[config.mk]
export PLATFORM = sky130hd
export DESIGN_NAME = asc_adc_ctrl
export DESIGN_NICKNAME = d
export VERILOG_FILES = /design/src/pkg/asc_pkg.sv /design/src/logic/asc_adc_ctrl.sv /design/src/logic/asc_sar_core.sv
export SDC_FILE = /design/constraint.sdc
export NUM_CORES = 1
export LEC_CHECK = 0
export BUFFER_PORTS_ARGS = -buffer_cell sky130_fd_sc_hd__clkbuf_2
export CAP_MARGIN = 20
export CORE_MARGIN = 2
export CORE_UTILIZATION = 57
export CTS_CLUSTER_SIZE = 16
export DETAILED_ROUTE_END_ITERATION = 7
export PLACE_DENSITY = 0.86
export SLEW_MARGIN = 20
export SYNTH_ARGS = -nofsm -noshare
export SYNTH_HDL_FRONTEND = slang
export SYNTH_SLANG_ARGS = --single-unit
[constraint.sdc]
create_clock -name mclk_i -period 10.84 [get_ports mclk_i]
set_clock_uncertainty 0.05 [all_clocks]
set_input_delay 1.626 -clock mclk_i [delete_from_list [all_inputs] [get_ports mclk_i]]
set_output_delay 1.626 -clock mclk_i [all_outputs]
set_load 0.1 [all_outputs]
[src/pkg/asc_pkg.sv]
// Constants and carrier types of the converter control block.
// Assumes a single 250 MHz bus clock and an AXI4-Lite register port.
package asc_pkg;
  // ----------------------------------------------------------------
  // Register offsets
  // ----------------------------------------------------------------
  localparam logic [7:0] SC_OFS = 8'h00;
  localparam logic [7:0] RHI_OFS = 8'h04;
  localparam logic [7:0] RLO_OFS = 8'h08;
  localparam logic [7:0] CFG_OFS = 8'h0c;
  localparam logic [7:0] IST_OFS = 8'h10;
  localparam logic [7:0] IMSK_OFS = 8'h14;
  // ----------------------------------------------------------------
  // Field positions
  // ----------------------------------------------------------------
  localparam int SC_DONE_BIT = 7;
  localparam int SC_IEN_BIT = 6;
  localparam int SC_CONT_BIT = 5;
  localparam int CFG_ACLK_BIT = 0;
  localparam int CFG_M10_BIT = 1;
  localparam int CFG_EXT_BIT = 2;
  localparam int IRQ_DONE_BIT = 0;
  localparam int IRQ_ABORT_BIT = 1;
  localparam int RES_W = 10;
  localparam logic [4:0] CHAN_OFF = 5'h1f;
  // ----------------------------------------------------------------
  // Reset values
  // ----------------------------------------------------------------
  localparam logic [7:0] SC_RST = 8'h1f;
  localparam logic [2:0] CFG_RST = 3'h0;
  localparam logic [1:0] IRQ_RST = 2'h0;
  localparam logic [RES_W-1:0] RESULT_RST = 10'h000;
  // ----------------------------------------------------------------
  // Timing
  // ----------------------------------------------------------------
  localparam int CLK_MHZ = 250;
  localparam int SAMPLE_NS = 16;
  localparam int SAMPLE_CYC = (SAMPLE_NS * CLK_MHZ + 999) / 1000;
  localparam logic [1:0] RESP_OKAY = 2'h0;
  localparam logic [1:0] RESP_SLVERR = 2'h2;
  // ----------------------------------------------------------------
  // Carrier types
  // ----------------------------------------------------------------
  typedef struct packed {
    logic irq_en;
    logic cont;
    logic [4:0] chan;
  } asc_sc_t;
  typedef struct packed {
    logic ext_mode;
    logic mode10;
    logic aclk_en;
  } asc_cfg_t;
  typedef struct packed {
    logic stop;
    logic brk;
    logic brk_clr_en;
  } asc_sys_t;
endpackage

[src/logic/asc_adc_ctrl.sv]
// Converter control: register port, low-power modes, break gating, interrupts.
// Assumes stop and break levels come from logic on mclk_i; the trigger is a pin.
//
// Operation
// - Interrupt request rises with the done flag when interrupt enable is set
// - Done flag sets at every conversion end not blocked by a 10-bit high result read awaiting its low read, regardless of interrupt enable
// - Wait mode does not disturb conversions or their completion interrupt
// - Single mode drops converter into low-power idle after each unblocked conversion and restarts a blocked one
// - Stop entry without async clock aborts conversion and idles converter
// - After such a stop, idle until software writes the control register
// - Aborts leave result registers holding the last completed result
// - With async clock enabled, stop mode changes nothing
// - External mode in stop with async clock enabled waits for trigger, then converts once
// - No trigger source on this device; trigger input held inactive
// - With break clearing disabled, break accesses leave flags unchanged
// - Two-step clear started before break completes only after break
// - Result is a rounded 8 or 10 bit code
// - Control write or low result read clears done flag and request
// - Channel field all ones switches converter off
// - Outside external mode, continuous mode repeats conversions and single mode runs one per control write
`timescale 1ns/10ps
`default_nettype none
module asc_adc_ctrl #(
  parameter int ADDR_W = 8,
  parameter bit EXT_TRIG_EN = 1'b0
) (
  input wire logic mclk_i,
  input wire logic srst_i,
  input wire logic [ADDR_W-1:0] s_awaddr_i,
  input wire logic s_awvalid_i,
  output logic s_awready_o,
  input wire logic [31:0] s_wdata_i,
  input wire logic [3:0] s_wstrb_i,
  input wire logic s_wvalid_i,
  output logic s_wready_o,
  output logic [1:0] s_bresp_o,
  output logic s_bvalid_o,
  input wire logic s_bready_i,
  input wire logic [ADDR_W-1:0] s_araddr_i,
  input wire logic s_arvalid_i,
  output logic s_arready_o,
  output logic [31:0] s_rdata_o,
  output logic [1:0] s_rresp_o,
  output logic s_rvalid_o,
  input wire logic s_rready_i,
  input wire asc_pkg::asc_sys_t sys_i,
  input wire logic ext_trig_i,
  input wire logic cmp_i,
  output logic [asc_pkg::RES_W:0] dac_o,
  output logic [4:0] chan_o,
  output logic conv_active_o,
  output logic conv_irq_o,
  output logic irq_o
);
  generate
    if (ADDR_W < 5 || ADDR_W > 32)
    begin : g_chk
      $error("asc_adc_ctrl: ADDR_W must be 5 to 32");
    end
  endgenerate

  asc_pkg::asc_sc_t sc_r;
  asc_pkg::asc_cfg_t cfg_r;
  logic done_r;
  logic run_r;
  logic lock_r;
  logic stop_q_r;
  logic [1:0] trig_sync_r;
  logic trig_q_r;
  logic [asc_pkg::RES_W-1:0] result_r;
  logic [1:0] ist_r;
  logic [1:0] imsk_r;
  logic bvalid_r;
  logic [1:0] bresp_r;
  logic rvalid_r;
  logic [1:0] rresp_r;
  logic [31:0] rdata_r;
  logic core_busy;
  logic core_done;
  logic [asc_pkg::RES_W-1:0] core_code;
  // ----------------------------------------------------------------
  // Bus decode
  // ----------------------------------------------------------------
  wire wr_go = s_awvalid_i & s_wvalid_i & ~bvalid_r;
  wire rd_go = s_arvalid_i & ~rvalid_r;
  wire [7:0] wa = 8'(s_awaddr_i);
  wire [7:0] ra = 8'(s_araddr_i);
  wire wr_lane = wr_go & s_wstrb_i[0];
  wire wr_sc = wr_lane & (wa == asc_pkg::SC_OFS);
  wire wr_cfg = wr_lane & (wa == asc_pkg::CFG_OFS);
  wire wr_ist = wr_lane & (wa == asc_pkg::IST_OFS);
  wire wr_imsk = wr_lane & (wa == asc_pkg::IMSK_OFS);
  wire wr_map = (wa == asc_pkg::SC_OFS) | (wa == asc_pkg::RHI_OFS)
              | (wa == asc_pkg::RLO_OFS) | (wa == asc_pkg::CFG_OFS)
              | (wa == asc_pkg::IST_OFS) | (wa == asc_pkg::IMSK_OFS);
  wire rd_rhi = rd_go & (ra == asc_pkg::RHI_OFS);
  wire rd_rlo = rd_go & (ra == asc_pkg::RLO_OFS);
  wire rd_map = (ra == asc_pkg::SC_OFS) | (ra == asc_pkg::RHI_OFS)
              | (ra == asc_pkg::RLO_OFS) | (ra == asc_pkg::CFG_OFS)
              | (ra == asc_pkg::IST_OFS) | (ra == asc_pkg::IMSK_OFS);
  assign s_awready_o = wr_go;
  assign s_wready_o = wr_go;
  assign s_arready_o = rd_go;
  assign s_bvalid_o = bvalid_r;
  assign s_bresp_o = bresp_r;
  assign s_rvalid_o = rvalid_r;
  assign s_rresp_o = rresp_r;
  assign s_rdata_o = rdata_r;
  // ----------------------------------------------------------------
  // Break gating of flag clears
  // ----------------------------------------------------------------
  wire clr_ok = ~sys_i.brk | sys_i.brk_clr_en;
  // ----------------------------------------------------------------
  // Conversion control
  // ----------------------------------------------------------------
  wire [4:0] new_chan = s_wdata_i[4:0];
  wire new_on = (new_chan != asc_pkg::CHAN_OFF);
  wire chan_on = (sc_r.chan != asc_pkg::CHAN_OFF);
  wire stop_enter = sys_i.stop & ~stop_q_r;
  wire kill = stop_enter & ~cfg_r.aclk_en;
  wire trig_ok = EXT_TRIG_EN & trig_sync_r[1];
  wire trig_rise = trig_ok & ~trig_q_r;
  wire blocked = core_done & lock_r;
  wire xfer = core_done & ~lock_r;
  wire wr_start = wr_sc & new_on & ~cfg_r.ext_mode;
  wire ext_start = cfg_r.ext_mode & run_r & chan_on & trig_rise & ~core_busy;
  wire auto_start = core_done & run_r & ~cfg_r.ext_mode & chan_on
                  & (sc_r.cont | blocked);
  wire core_start = (wr_start | ext_start | auto_start) & ~kill;
  wire core_abort = kill | wr_sc;
  wire clr_done = (wr_sc | rd_rlo) & clr_ok;
  wire [1:0] ist_set = {kill, xfer};

  asc_sar_core #(
    .RW(asc_pkg::RES_W),
    .SAMP(asc_pkg::SAMPLE_CYC)
  ) u_core (
    .mclk_i(mclk_i),
    .srst_i(srst_i),
    .start_i(core_start),
    .abort_i(core_abort),
    .mode10_i(cfg_r.mode10),
    .cmp_i(cmp_i),
    .dac_o(dac_o),
    .busy_o(core_busy),
    .done_o(core_done),
    .code_o(core_code)
  );

  assign chan_o = sc_r.chan;
  assign conv_active_o = core_busy;
  assign conv_irq_o = done_r & sc_r.irq_en;
  assign irq_o = |(ist_r & imsk_r);
  // ----------------------------------------------------------------
  // Control and status registers
  // ----------------------------------------------------------------
  always_ff @(posedge mclk_i)
  begin
    if (srst_i)
    begin
      sc_r <= asc_pkg::SC_RST[6:0];
      cfg_r <= asc_pkg::CFG_RST;
      imsk_r <= asc_pkg::IRQ_RST;
    end
    else
    begin
      if (wr_sc)
        sc_r <= s_wdata_i[6:0];
      if (wr_cfg)
        cfg_r <= s_wdata_i[2:0];
      if (wr_imsk)
        imsk_r <= s_wdata_i[1:0];
    end
  end

  always_ff @(posedge mclk_i)
  begin
    if (srst_i)
    begin
      stop_q_r <= 1'b0;
      trig_sync_r <= 2'b00;
      trig_q_r <= 1'b0;
    end
    else
    begin
      stop_q_r <= sys_i.stop;
      trig_sync_r <= {trig_sync_r[0], ext_trig_i};
      trig_q_r <= trig_ok;
    end
  end

  always_ff @(posedge mclk_i)
  begin
    if (srst_i)
      run_r <= 1'b0;
    else if (wr_sc)
      run_r <= new_on;
    else if (kill)
      run_r <= 1'b0;
    else if (xfer & ~sc_r.cont & ~cfg_r.ext_mode)
      run_r <= 1'b0;
  end

  always_ff @(posedge mclk_i)
  begin
    if (srst_i)
      lock_r <= 1'b0;
    else if (rd_rlo & clr_ok)
      lock_r <= 1'b0;
    else if (rd_rhi & cfg_r.mode10 & clr_ok)
      lock_r <= 1'b1;
  end

  always_ff @(posedge mclk_i)
  begin
    if (srst_i)
      result_r <= asc_pkg::RESULT_RST;
    else if (xfer)
      result_r <= core_code;
  end

  always_ff @(posedge mclk_i)
  begin
    if (srst_i)
      done_r <= 1'b0;
    else if (xfer)
      done_r <= 1'b1;
    else if (clr_done)
      done_r <= 1'b0;
  end

  always_ff @(posedge mclk_i)
  begin
    if (srst_i)
      ist_r <= asc_pkg::IRQ_RST;
    else if (wr_ist & clr_ok)
      ist_r <= (ist_r & ~s_wdata_i[1:0]) | ist_set;
    else
      ist_r <= ist_r | ist_set;
  end
  // ----------------------------------------------------------------
  // Read data
  // ----------------------------------------------------------------
  wire [7:0] sc_rd = {done_r, sc_r};
  wire [7:0] rhi_rd = cfg_r.mode10 ? {6'h00, result_r[9:8]} : 8'h00;
  wire [7:0] rlo_rd = result_r[7:0];
  wire [7:0] rd_byte =
    (ra == asc_pkg::SC_OFS) ? sc_rd :
    (ra == asc_pkg::RHI_OFS) ? rhi_rd :
    (ra == asc_pkg::RLO_OFS) ? rlo_rd :
    (ra == asc_pkg::CFG_OFS) ? {5'h00, cfg_r} :
    (ra == asc_pkg::IST_OFS) ? {6'h00, ist_r} :
    (ra == asc_pkg::IMSK_OFS) ? {6'h00, imsk_r} : 8'h00;
  // ----------------------------------------------------------------
  // Bus responses
  // ----------------------------------------------------------------
  always_ff @(posedge mclk_i)
  begin
    if (srst_i)
    begin
      bvalid_r <= 1'b0;
      bresp_r <= asc_pkg::RESP_OKAY;
    end
    else if (wr_go)
    begin
      bvalid_r <= 1'b1;
      bresp_r <= wr_map ? asc_pkg::RESP_OKAY : asc_pkg::RESP_SLVERR;
    end
    else if (s_bready_i)
      bvalid_r <= 1'b0;
  end

  always_ff @(posedge mclk_i)
  begin
    if (srst_i)
    begin
      rvalid_r <= 1'b0;
      rresp_r <= asc_pkg::RESP_OKAY;
      rdata_r <= 32'h0000_0000;
    end
    else if (rd_go)
    begin
      rvalid_r <= 1'b1;
      rresp_r <= rd_map ? asc_pkg::RESP_OKAY : asc_pkg::RESP_SLVERR;
      rdata_r <= {24'h00_0000, rd_byte};
    end
    else if (s_rready_i)
      rvalid_r <= 1'b0;
  end
endmodule
`default_nettype wire

[src/logic/asc_sar_core.sv]
// Successive-approximation sequencer with rounding to 8 or 10 bits.
// Assumes a same-cycle comparator result on cmp_i for the value on dac_o.
`timescale 1ns/10ps
`default_nettype none
module asc_sar_core #(
  parameter int RW = 10,
  parameter int SAMP = 4
) (
  input wire logic mclk_i,
  input wire logic srst_i,
  input wire logic start_i,
  input wire logic abort_i,
  input wire logic mode10_i,
  input wire logic cmp_i,
  output logic [RW:0] dac_o,
  output logic busy_o,
  output logic done_o,
  output logic [RW-1:0] code_o
);
  localparam int AW = RW + 1;
  localparam int BW = $clog2(AW);
  typedef enum logic [1:0] {ST_IDLE, ST_SAMPLE, ST_STEP} asc_sar_st_t;

  generate
    if (RW < 3 || SAMP < 1)
    begin : g_chk
      $error("asc_sar_core: unsupported parameters");
    end
  endgenerate

  asc_sar_st_t st_r;
  logic [AW-1:0] dac_r;
  logic [BW-1:0] bit_r;
  logic [7:0] cnt_r;
  logic m10_r;
  logic done_r;
  logic [RW-1:0] code_r;
  // ----------------------------------------------------------------
  // Trial and rounding
  // ----------------------------------------------------------------
  wire [BW-1:0] lo_bit = m10_r ? BW'(0) : BW'(2);
  wire [AW-1:0] cur_oh = AW'(1) << bit_r;
  wire [AW-1:0] nxt_oh = cur_oh >> 1;
  wire [AW-1:0] kept = cmp_i ? dac_r : (dac_r & ~cur_oh);
  wire [AW-1:0] shifted = kept >> lo_bit;
  wire [AW:0] rnd = {1'b0, shifted} + {{AW{1'b0}}, 1'b1};
  wire [RW-1:0] cap = m10_r ? {RW{1'b1}} : RW'(8'hff);
  wire [RW-1:0] rounded = (rnd[AW:1] > {1'b0, cap}) ? cap : rnd[RW:1];
  wire last = (bit_r == lo_bit);

  assign dac_o = dac_r;
  assign busy_o = (st_r != ST_IDLE);
  assign done_o = done_r;
  assign code_o = code_r;
  // ----------------------------------------------------------------
  // Sequencer
  // ----------------------------------------------------------------
  always_ff @(posedge mclk_i)
  begin
    done_r <= 1'b0;
    if (srst_i)
    begin
      st_r <= ST_IDLE;
      dac_r <= '0;
      bit_r <= '0;
      cnt_r <= '0;
      m10_r <= 1'b0;
      code_r <= '0;
    end
    else if (start_i)
    begin
      st_r <= ST_SAMPLE;
      cnt_r <= 8'(SAMP - 1);
      m10_r <= mode10_i;
      dac_r <= '0;
    end
    else if (abort_i)
      st_r <= ST_IDLE;
    else
    begin
      unique case (st_r)
        ST_IDLE: st_r <= ST_IDLE;
        ST_SAMPLE:
        begin
          cnt_r <= cnt_r - 8'd1;
          if (cnt_r == 8'd0)
          begin
            st_r <= ST_STEP;
            bit_r <= BW'(AW - 1);
            dac_r <= AW'(1) << (AW - 1);
          end
        end
        ST_STEP:
        begin
          if (last)
          begin
            st_r <= ST_IDLE;
            code_r <= rounded;
            done_r <= 1'b1;
            dac_r <= kept;
          end
          else
          begin
            bit_r <= bit_r - BW'(1);
            dac_r <= kept | nxt_oh;
          end
        end
      endcase
    end
  end
endmodule
`default_nettype wire

==> results of run 1 <==
## logic make-up (layout without fill, tap and decap cells)
| kind of cell | Yosys count | after routing |
|---|---|---|
| compound gates | 130 | 130 |
| mux | 20 | 20 |
| simple gates | 233 | 233 |
| buf+inv | 71 | 102 |
| xor+xnor | 13 | 13 |
| fa+ha+maj | 13 | 13 |
| flops | 77 | 77 |
| other cells | 1 | 26 |
## metal layers
layer	up-vias	track usage, %	wire (um)
met4	0	9.19	182
met2	156	42.5	5250
li1	2063	-	-
met1	1927	31.8	4670
met3	15	4.11	604
met5	-	0	0
## sequential cells by signal, summed over array words and instances (netlist names), 2 cells and up
register	cells
u_core.bit_r	4
chan_o	5
ist_r	2
cfg_r	3
u_core.dac_o	11
sc_r	2
result_r	10
s_rdata_o	8
u_core.st_r	2
u_core.cnt_r	8
imsk_r	2
u_core.code_o	10
## cell type report
cell class	count	area [um2]
fill	656	2760
multi-input combinational	435	2680
sequential	77	1540
timing repair buffer	70	355
tap	102	128
clock buffer	9	124
clock inverter	7	82.6
inverter	16	60.1
## synthesized netlist by cell type (2+ instances only)
library cell,number
o21ai_1,3
nand2_1,69
nand4bb_1,4
a31oi_1,8
nor2_1,53
nor4_1,6
or3_1,4
nand2b_1,7
nor3_1,13
nand4_1,6
nor3b_1,2
and3_1,7
mux2i_1,20
ha_1,13
o221ai_1,3
o32ai_1,2
a22oi_1,5
a21oi_1,43
buf_4,34
xnor2_1,9
or2_2,3
a211oi_1,8
a221oi_1,2
dfxtp_1,77
and2_1,7
a311oi_1,4
inv_1,16
or4b_4,3
o21ai_0,17
xor2_1,4
o211ai_1,5
and2b_1,3
nand4b_1,2
nor2b_1,6
or4_1,3
clkbuf_1,15
nand3_1,25
buf_2,5
nand3b_1,3
a22o_1,3
## worst max-delay path by stage
stage,slack (ns),to
final,5.91,u_core.code_o[8]
after global routing,5.64,u_core.code_o[8]
after CTS,5.95,u_core.code_o[8]
after detailed placement,5.68,u_core.code_o[8]
after global placement,5.77,u_core.code_o[9]
after floorplan,5.61,s_wready_o
## through the flow
step / area (um2) / std cells / setup slack, ns / power (W)
floorplan: 4620 / 583 / 5.61 / 0.000382
global placement: 4760 / 700 / 5.77 / 0.000388
detailed placement: 4760 / 700 / 5.68 / 0.000389
CTS: 4970 / 716 / 5.95 / 0.000611
global route: 4970 / 716 / 5.64 / 0.000626
finish: 4970 / 716 / 5.91 / 0.000609
## critical path: cells and delay by family
family                     cells  cell delay, ns
AOI/OAI and AO/OA              6            1.16
xor gates and xnor gates       1            0.21
adders and majority gates      2            0.55
buffers and inverters          1            0.18
and+or+nand+nor                6            1.39
## power breakdown
part           total (W)  internal [W]  switching (W)
registers       0.000288      0.000286     0.00000210
clock network   0.000226      0.000109       0.000117
logic          0.0000947     0.0000125      0.0000822
total           0.000609      0.000408       0.000201
## layout by cell type (no fill, tap or decap), drive strengths merged, types with 13 or more instances in the layout
| master | instances |
|---|---|
| ha | 13 |
| clkbuf | 77 |
| a21oi | 44 |
| mux2i | 20 |
| o21ai | 20 |
| nand2 | 69 |
| nor2 | 53 |
| dfxtp | 77 |
| inv | 18 |
| nor3 | 13 |
| nand3 | 25 |
| conb | 26 |
==> impl_metrics.yaml, run 1 <==
outcome:
  status: "completed"
global_route:
  track_usage_pct: 24.9
  grt_max_degree: 47
  antenna_found_initial: 0
  gr-total-overflow: 0
  grt_pass1_wl_um: 17600
  grt_pass1_vias: 3799
power_and_ir_drop:
  ir_worst_vdd_mv: 0.0729
  power.static_leakage_nw: 1.90
  power.density_nw_per_um2: 122
clock_network:
  cts_hold_buf: 0
  postCtsSetupBuffers: 0
  clockBufferDepth: 2
  cts_tree: "done"
  cts.sinks: 77
  numCtsBuffers: 9
  cts.clk_slew.worst_paths_ns: 0.09
  htreeDepth: 3
  cts_resized: 0
  clockRootBuffer: "clkbuf_8"
  clk_latency_ns: 0.36
run:
  cap_violations: 0
logic_synthesis:
  synth_area_leader_cell: "dfxtp_1"
  synth-xor-area-share_pct: 2.52
  syn_area_um2: 4530
  ys_types: 76
  yosysWarnings: 0
  async_flop_share_pct: 0
  synth_top_family_by_area: "simple AND/OR/NAND/NOR gates"
  synthCells: 558
  synth_edf_count: 0
  ys_ff_latch: 77
  synth_compound_area_share_pct: 19.7
  yosys.area.top_type_share_pct: 34.1
  yosys.area_share.adder_pct: 3.59
  synth_ff_type: "dfxtp_1"
  ys_seq_area_share_pct: 34.1
  synthSimpleGateAreaFrac_pct: 26.8
  syn_area_per_cell_um2: 8.11
  muxShareOfSynthArea_pct: 4.42
  synthTopCellsByArea: "dfxtp_1 (34%), nand2_1 (5.7%), buf_4 (5.6%)"
floorplan:
  core_area_um2: 7730
  ioPinCount: 124
  rows: 32
  die_w_um: 93.1
  die_area_um2: 8670
  start_util_pct: 58.6
  die_h_um: 93.1
placement:
  place.detailed.hpwl_um: 7690
  gp_congestion: 0.886
  io_buffers: 68
setup_path:
  reg2reg_to: "u_core.code_o[8]"
  path_max_fanout: 10
  critPathCaptureType: "register"
  required_ns: 11.03
  crit_path_start_kind: "input port"
  cp_slowest_stage_delay_ns: 0.48
  critPathArrivalTime_ns: 5.13
  r2r_slack_ns: 6.39
  crit_type: "in2reg"
  r2r-start: "u_core.bit_r[0]"
  worstPathCellList: "clkbuf_2 -> or4b_1 -> and2_1 -> a22o_1 -> ha_1 -> and2_1 -> nand3_1 -> or4_1 -> xnor2_1 -> nor2_1 -> ha_1 -> a21oi_1 -> o21bai_1 -> a31o_2 -> o211a_1 -> a31oi_1"
  crit_path_start: "cmp_i"
  rr_worst_depth: 17
  slowest_stage: "or4_1"
drt:
  routed_via_density: 5.81
  vias: 4161
  post_drt_wl_per_cell_um: 15.0
  drt_iter0_drc: 230
  drt-total-wl_um: 10700
  drtAntennaViolNets: 0
  first_pass_iters: 5
  drc: 0
timing:
  finalHoldViolCount: 0
  max_freq_mhz: 203
  fin_hold_ws_ns: 0.407
  final_max_slew_viol_count: 0
  min_period_over_period_pct: 45.5
  fin_setup_tns_ns: 0
  min_period_ns: 4.93
  slew_headroom_pct: 29.8
  worstMarginPinSlew_ns: 1.04
  final-setup-viol-count: 0
  grt_setup_unrepaired: "no"
hold_path:
  holdPathStages: 2
  hold_start: "u_core.code_o[1]"
  whs_endpoint: "result_r[1]"
  holdCritPathClass: "reg2reg"
layout:
  fin_nets: 686
  drive_above_1_share_pct: 17.8
  n_antenna_cell: 0
  areaGrowthSynthToFinish_pct: 9.78
  fin_util_pct: 64.3
No activity file was read; power rests on OpenSTA's default activity.
==> run 2, diff against run 1 <==
--- a/config.mk
+++ b/config.mk
@@ -8,10 +8,10 @@
 export BUFFER_PORTS_ARGS = -buffer_cell sky130_fd_sc_hd__clkbuf_2
 export CAP_MARGIN = 20
 export CORE_MARGIN = 2
-export CORE_UTILIZATION = 57
+export CORE_UTILIZATION = 48
 export CTS_CLUSTER_SIZE = 16
 export DETAILED_ROUTE_END_ITERATION = 7
-export PLACE_DENSITY = 0.86
+export PLACE_DENSITY = 0.77
 export SLEW_MARGIN = 20
 export SYNTH_ARGS = -nofsm -noshare
 export SYNTH_HDL_FRONTEND = slang
==> constraint.sdc (replaced) <==
create_clock -name mclk_i -period 4.1 [get_ports mclk_i]
set_clock_uncertainty 0.05 [all_clocks]
set_input_delay 0.615 -clock mclk_i [delete_from_list [all_inputs] [get_ports mclk_i]]
set_output_delay 0.615 -clock mclk_i [all_outputs]
set_load 0.1 [all_outputs]
==> impl_metrics.yaml, run 2 (synthesized netlist as in run 1, its figures left out) <==
outcome:
  status: "completed"
global_route:
  grt_pass1_wl_um: 17100
  grt_pass1_vias: 3690
  antenna_found_initial: 0
  track_usage_pct: 20.6
  grt_max_degree: 34
  gr-total-overflow: 0
timing:
  worstMarginPinSlew_ns: 1.02
  grt_setup_unrepaired: "no"
  min_period_over_period_pct: 93.5
  slew_headroom_pct: 31.1
  final_max_slew_viol_count: 0
  final-setup-viol-count: 0
  finalHoldViolCount: 0
  max_freq_mhz: 261
  min_period_ns: 3.84
  fin_setup_tns_ns: 0
clock_network:
  postCtsSetupBuffers: 0
  cts.sinks: 77
  clockBufferDepth: 2
  clockRootBuffer: "clkbuf_8"
  htreeDepth: 3
  clk_latency_ns: 0.36
  cts.clk_slew.worst_paths_ns: 0.09
  cts_resized: 0
  cts_tree: "done"
  cts_hold_buf: 0
  numCtsBuffers: 9
floorplan:
  rows: 35
  die_h_um: 101
  start_util_pct: 49.2
  ioPinCount: 124
  core_area_um2: 9200
  die_area_um2: 10200
  die_w_um: 101
placement:
  place.detailed.hpwl_um: 8080
  dpl_cell_area_um2: 4830
  io_buffers: 68
  gp_congestion: 0.910
setup_path:
  critPathMostFrequentCell: "ha_1"
  cpLargestDelayFamily: "simple AND/OR/NAND/NOR gates"
  critPathBufInv: 0
  r2r_slack_ns: 0.26
  slowest_stage: "or4b_1"
  crit_type: "reg2reg"
  worstPathCellList: "ha_1 -> or4b_1 -> and2_1 -> a22o_1 -> ha_1 -> and2_1 -> nand3_1 -> or4_1 -> xnor2_1 -> nor2_1 -> ha_1 -> nand3_1 -> nor4_2 -> and3_4 -> a21o_4 -> a311oi_1"
  critPathArrivalTime_ns: 4.01
  critPathCaptureType: "register"
  crit_path_start_kind: "register"
  required_ns: 4.27
  path_max_fanout: 7
  cp_slowest_stage_delay_ns: 0.51
power_and_ir_drop:
  power.density_nw_per_um2: 312
  power.static_leakage_nw: 1.93
  ir_worst_vdd_mv: 0.141
drt:
  post_drt_wl_per_cell_um: 14.6
  drt_iter0_drc: 253
  drtAntennaViolNets: 0
  vias: 4116
  first_pass_iters: 5
  drc: 0
  routed_via_density: 5.62
  drt-total-wl_um: 10700
layout:
  final_common_cell: "dfxtp_1"
  num-fill-cells: 862
  n_antenna_cell: 0
  fin_nets: 694
  final_area_um2: 5030
  areaGrowthSynthToFinish_pct: 11.0
  largest_register_ffs: 11
  layout_common_cells: "dfxtp_1 (76), nand2_1 (69), clkbuf_2 (68)"
  drive_above_1_share_pct: 19.0
hold_path:
  holdCritPathClass: "in2reg"
run:
  cap_violations: 0
-- run 2: cell count changes in the layout (fill, tap and decap cells not counted) --
cell,before,now
clkinv_8,0,1
inv_8,1,0
buf_4,2,10
dfxtp_2,0,1
dfxtp_1,77,76
clkinv_4,2,1
bufinv_16,1,0
inv_6,1,3
-- run 2: stage by stage --
step,setup WS [ns],power [W],utilization (%),hold slack (ns),instances
2_1_floorplan,0.182,0.00101,-,0.379,583
3_3_place_gp,0.231,0.00103,52.6,0.389,717
3_5_place_dp,0.192,0.00103,52.6,0.394,717
4_1_cts,0.197,0.00158,54.6,0.385,733
5_1_grt,0.00530,0.00162,54.7,0.390,733
6_report,0.265,0.00157,54.7,0.394,733
-- run 2: routing by layer --
metal / up-vias / wire (um) / GRT usage [%]
li1: 2069 / - / -
met1: 1908 / 4970 / 27.4
met2: 128 / 5070 / 34.2
met3: 11 / 544 / 3.26
met4: 0 / 137 / 6.44
met5: - / 0 / 0
-- run 2: report_power, final --
group	total, W	internal [W]	switching, W
clock	0.000558	0.000232	0.000326
sequential	0.000761	0.000756	0.00000524
combinational	0.000251	0.0000331	0.000218
-- run 2: path summary, 6_finish.rpt --
| kind | from | end | depth (start not counted) |
|---|---|---|---|
| min | s_rready_i | s_rvalid_o | 2 |
| max | u_core.bit_r[1] | u_core.code_o[3] | 16 |
| min reg2reg | u_core.code_o[0] | result_r[0] | 2 |
| max reg2reg | u_core.bit_r[1] | u_core.code_o[3] | 16 |
-- run 2: cell type report --
type	instances	area, um2	area share [%]
multi-input cells	435	2680	53.3
flip-flops and latches	77	1540	30.7
well taps	111	139	2.76
inverters	16	60.1	1.19
repair buffers	78	415	8.26
clock inverters	7	66.3	1.32
clock buffers	9	124	2.46
==> run 3, diff against run 2 <==
--- a/config.mk
+++ b/config.mk
@@ -8,10 +8,9 @@
 export BUFFER_PORTS_ARGS = -buffer_cell sky130_fd_sc_hd__clkbuf_2
 export CAP_MARGIN = 20
 export CORE_MARGIN = 2
-export CORE_UTILIZATION = 48
+export CORE_UTILIZATION = 30
 export CTS_CLUSTER_SIZE = 16
 export DETAILED_ROUTE_END_ITERATION = 7
-export PLACE_DENSITY = 0.77
 export SLEW_MARGIN = 20
 export SYNTH_ARGS = -nofsm -noshare
 export SYNTH_HDL_FRONTEND = slang
==> impl_metrics.yaml, run 3 (synthesized netlist as in run 1, its figures left out) <==
hold_path:
  whs_endpoint: "result_r[1]"
  holdPathStages: 2
  holdCritPathClass: "reg2reg"
  hold_start: "u_core.code_o[1]"
floorplan:
  die_h_um: 127
  ioPinCount: 124
  core_area_um2: 14600
  rows: 44
  die_area_um2: 16100
  start_util_pct: 30.9
  die_w_um: 127
layout:
  layout.cells.non_filler: 807
  final_common_cell: "dfxtp_1"
  num-fill-cells: 1562
  n_antenna_cell: 0
  drive_above_1_share_pct: 19.4
  largest_register_ffs: 11
  areaGrowthSynthToFinish_pct: 15.5
  layout_common_cells: "dfxtp_1 (76), nand2_1 (69), clkbuf_2 (68)"
  fin_nets: 697
clock_network:
  clockRootBuffer: "clkbuf_16"
  cts_resized: 0
  cts.sinks: 77
  postCtsSetupBuffers: 0
  htreeDepth: 3
  numCtsBuffers: 9
  cts.clk_slew.worst_paths_ns: 0.06
  clockBufferDepth: 2
  clk_latency_ns: 0.33
  cts_hold_buf: 0
  cts_tree: "done"
setup_path:
  worstPathCellList: "ha_1 -> or4b_1 -> and2_1 -> a22o_1 -> ha_1 -> and2_1 -> nand3_1 -> or4_1 -> xnor2_2 -> nor2_1 -> ha_1 -> nand3_1 -> nor4_2 -> and3_4 -> a21o_4 -> a311oi_1"
  r2r-start: "u_core.bit_r[1]"
  critPathBufInv: 0
  crit_type: "reg2reg"
  slowest_stage: "or4b_1"
  critPathArrivalTime_ns: 3.95
  critPathCaptureType: "register"
  reg2reg_to: "u_core.code_o[9]"
  rr_worst_depth: 16
  cpLargestDelayFamily: "simple AND/OR/NAND/NOR gates"
  required_ns: 4.25
  path_max_fanout: 7
  cp_slowest_stage_delay_ns: 0.51
  crit_path_start_kind: "register"
  r2r_slack_ns: 0.30
  critPathMostFrequentCell: "ha_1"
power_and_ir_drop:
  p_clk_share_pct: 41.6
  ir_worst_vdd_mv: 0.179
  switching_share_pct: 30.5
  power.density_nw_per_um2: 332
  combPwrFrac_pct: 14.5
  pwr-share-seq_pct: 43.9
  p_switching_w: 0.000529
  power.static_leakage_nw: 1.99
  internal_power_w: 0.00121
timing:
  grt_setup_unrepaired: "no"
  fin_setup_tns_ns: 0
  min_period_over_period_pct: 92.8
  slew_headroom_pct: 50.3
  final_max_slew_viol_count: 0
  finalHoldViolCount: 0
  final-setup-viol-count: 0
  min_period_ns: 3.80
  max_freq_mhz: 263
  worstMarginPinSlew_ns: 0.740
  fin_hold_ws_ns: 0.400
run:
  cap_violations: 0
drt:
  post_drt_wl_per_cell_um: 14.2
  drt-total-wl_um: 11400
  wl_met2_um: 5210
  vias: 4105
  wl_met3_um: 551
  routed_via_density: 5.09
  wl_met1_um: 5560
  first_pass_iters: 5
  drc: 0
  top_layer: "met4"
  drt_iter0_drc: 321
  drtAntennaViolNets: 0
outcome:
  status: "completed"
placement:
  io_buffers: 68
  place.detailed.hpwl_um: 8580
  numPlacedInstances: 793
  gp_congestion: 0.881
global_route:
  grt_pass1_wl_um: 19100
  gr-total-overflow: 0
  grt_max_degree: 29
  track_usage_pct: 14.4
  grt_pass1_vias: 3770
  antenna_found_initial: 0
run 3: cell count changes in the layout (fill, tap and decap cells not counted), moves of 2 or more:
cell,before,now
buf_4,10,13
clkbuf_16,0,9
clkbuf_8,9,1
clkinv_2,0,2
inv_6,3,0
run 3: worst max path at each step:
stage / from / endpoint / slack, ns / cells past startpoint
2_1_floorplan: u_core.dac_o[2] / u_core.code_o[4] / 0.18 / 14
3_3_place_gp: u_core.bit_r[0] / u_core.code_o[3] / 0.16 / 17
3_5_place_dp: u_core.bit_r[0] / u_core.code_o[9] / 0.15 / 17
4_1_cts: u_core.bit_r[0] / u_core.code_o[9] / 0.14 / 17
5_1_grt: u_core.bit_r[1] / u_core.code_o[3] / 0.02 / 16
6_report: u_core.bit_r[1] / u_core.code_o[9] / 0.30 / 16
run 3: power by group through the flow:
stage / Sequential, W / Combinational, W / Clock (W)
after CTS: 0.000762 / 0.000251 / 0.000744
after global routing: 0.000763 / 0.000263 / 0.000776
after floorplan: 0.000833 / 0.000178 / 0
final: 0.000762 / 0.000252 / 0.000723
after detailed placement: 0.000779 / 0.000251 / 0
after global placement: 0.000779 / 0.000251 / 0
run 3: per-stage QoR:
step                setup slack (ns)  utilization, %  power [W]  cell area (um2)
floorplan                      0.182               -    0.00101             4620
global placement               0.160            33.8    0.00103             4950
detailed placement             0.154            33.8    0.00103             4950
CTS                            0.138            35.6    0.00176             5210
global route                  0.0186            35.7    0.00180             5230
finish                         0.296            35.7    0.00174             5230
run 3: per-layer routing:
layer / vias to the layer above / global-route usage, %
met5: - / 0
met3: 10 / 3.50
met2: 112 / 23.1
met1: 1902 / 19.6
met4: 0 / 3.36
li1: 2081 / -
run 3: worst register-to-register path, cell delays in order (launching register included):
cell,delay [ns]
dfxtp_1,0.44
ha_1,0.28
or4b_1,0.51
and2_1,0.23
a22o_1,0.19
ha_1,0.20
and2_1,0.17
nand3_1,0.09
or4_1,0.15
xnor2_2,0.13
nor2_1,0.06
ha_1,0.29
nand3_1,0.10
nor4_2,0.30
and3_4,0.23
a21o_4,0.16
a311oi_1,0.09
run 3: area by class of cell:
| type | instances | area (um2) | area share [%] |
|---|---|---|---|
| clock inverters | 4 | 26.3 | 0.503 |
| clock buffers | 10 | 239 | 4.57 |
| flip-flops and latches | 77 | 1540 | 29.5 |
| inverters | 16 | 60.1 | 1.15 |
| multi-input cells | 435 | 2690 | 51.5 |
| repair buffers | 81 | 438 | 8.38 |
| well taps | 184 | 230 | 4.40 |
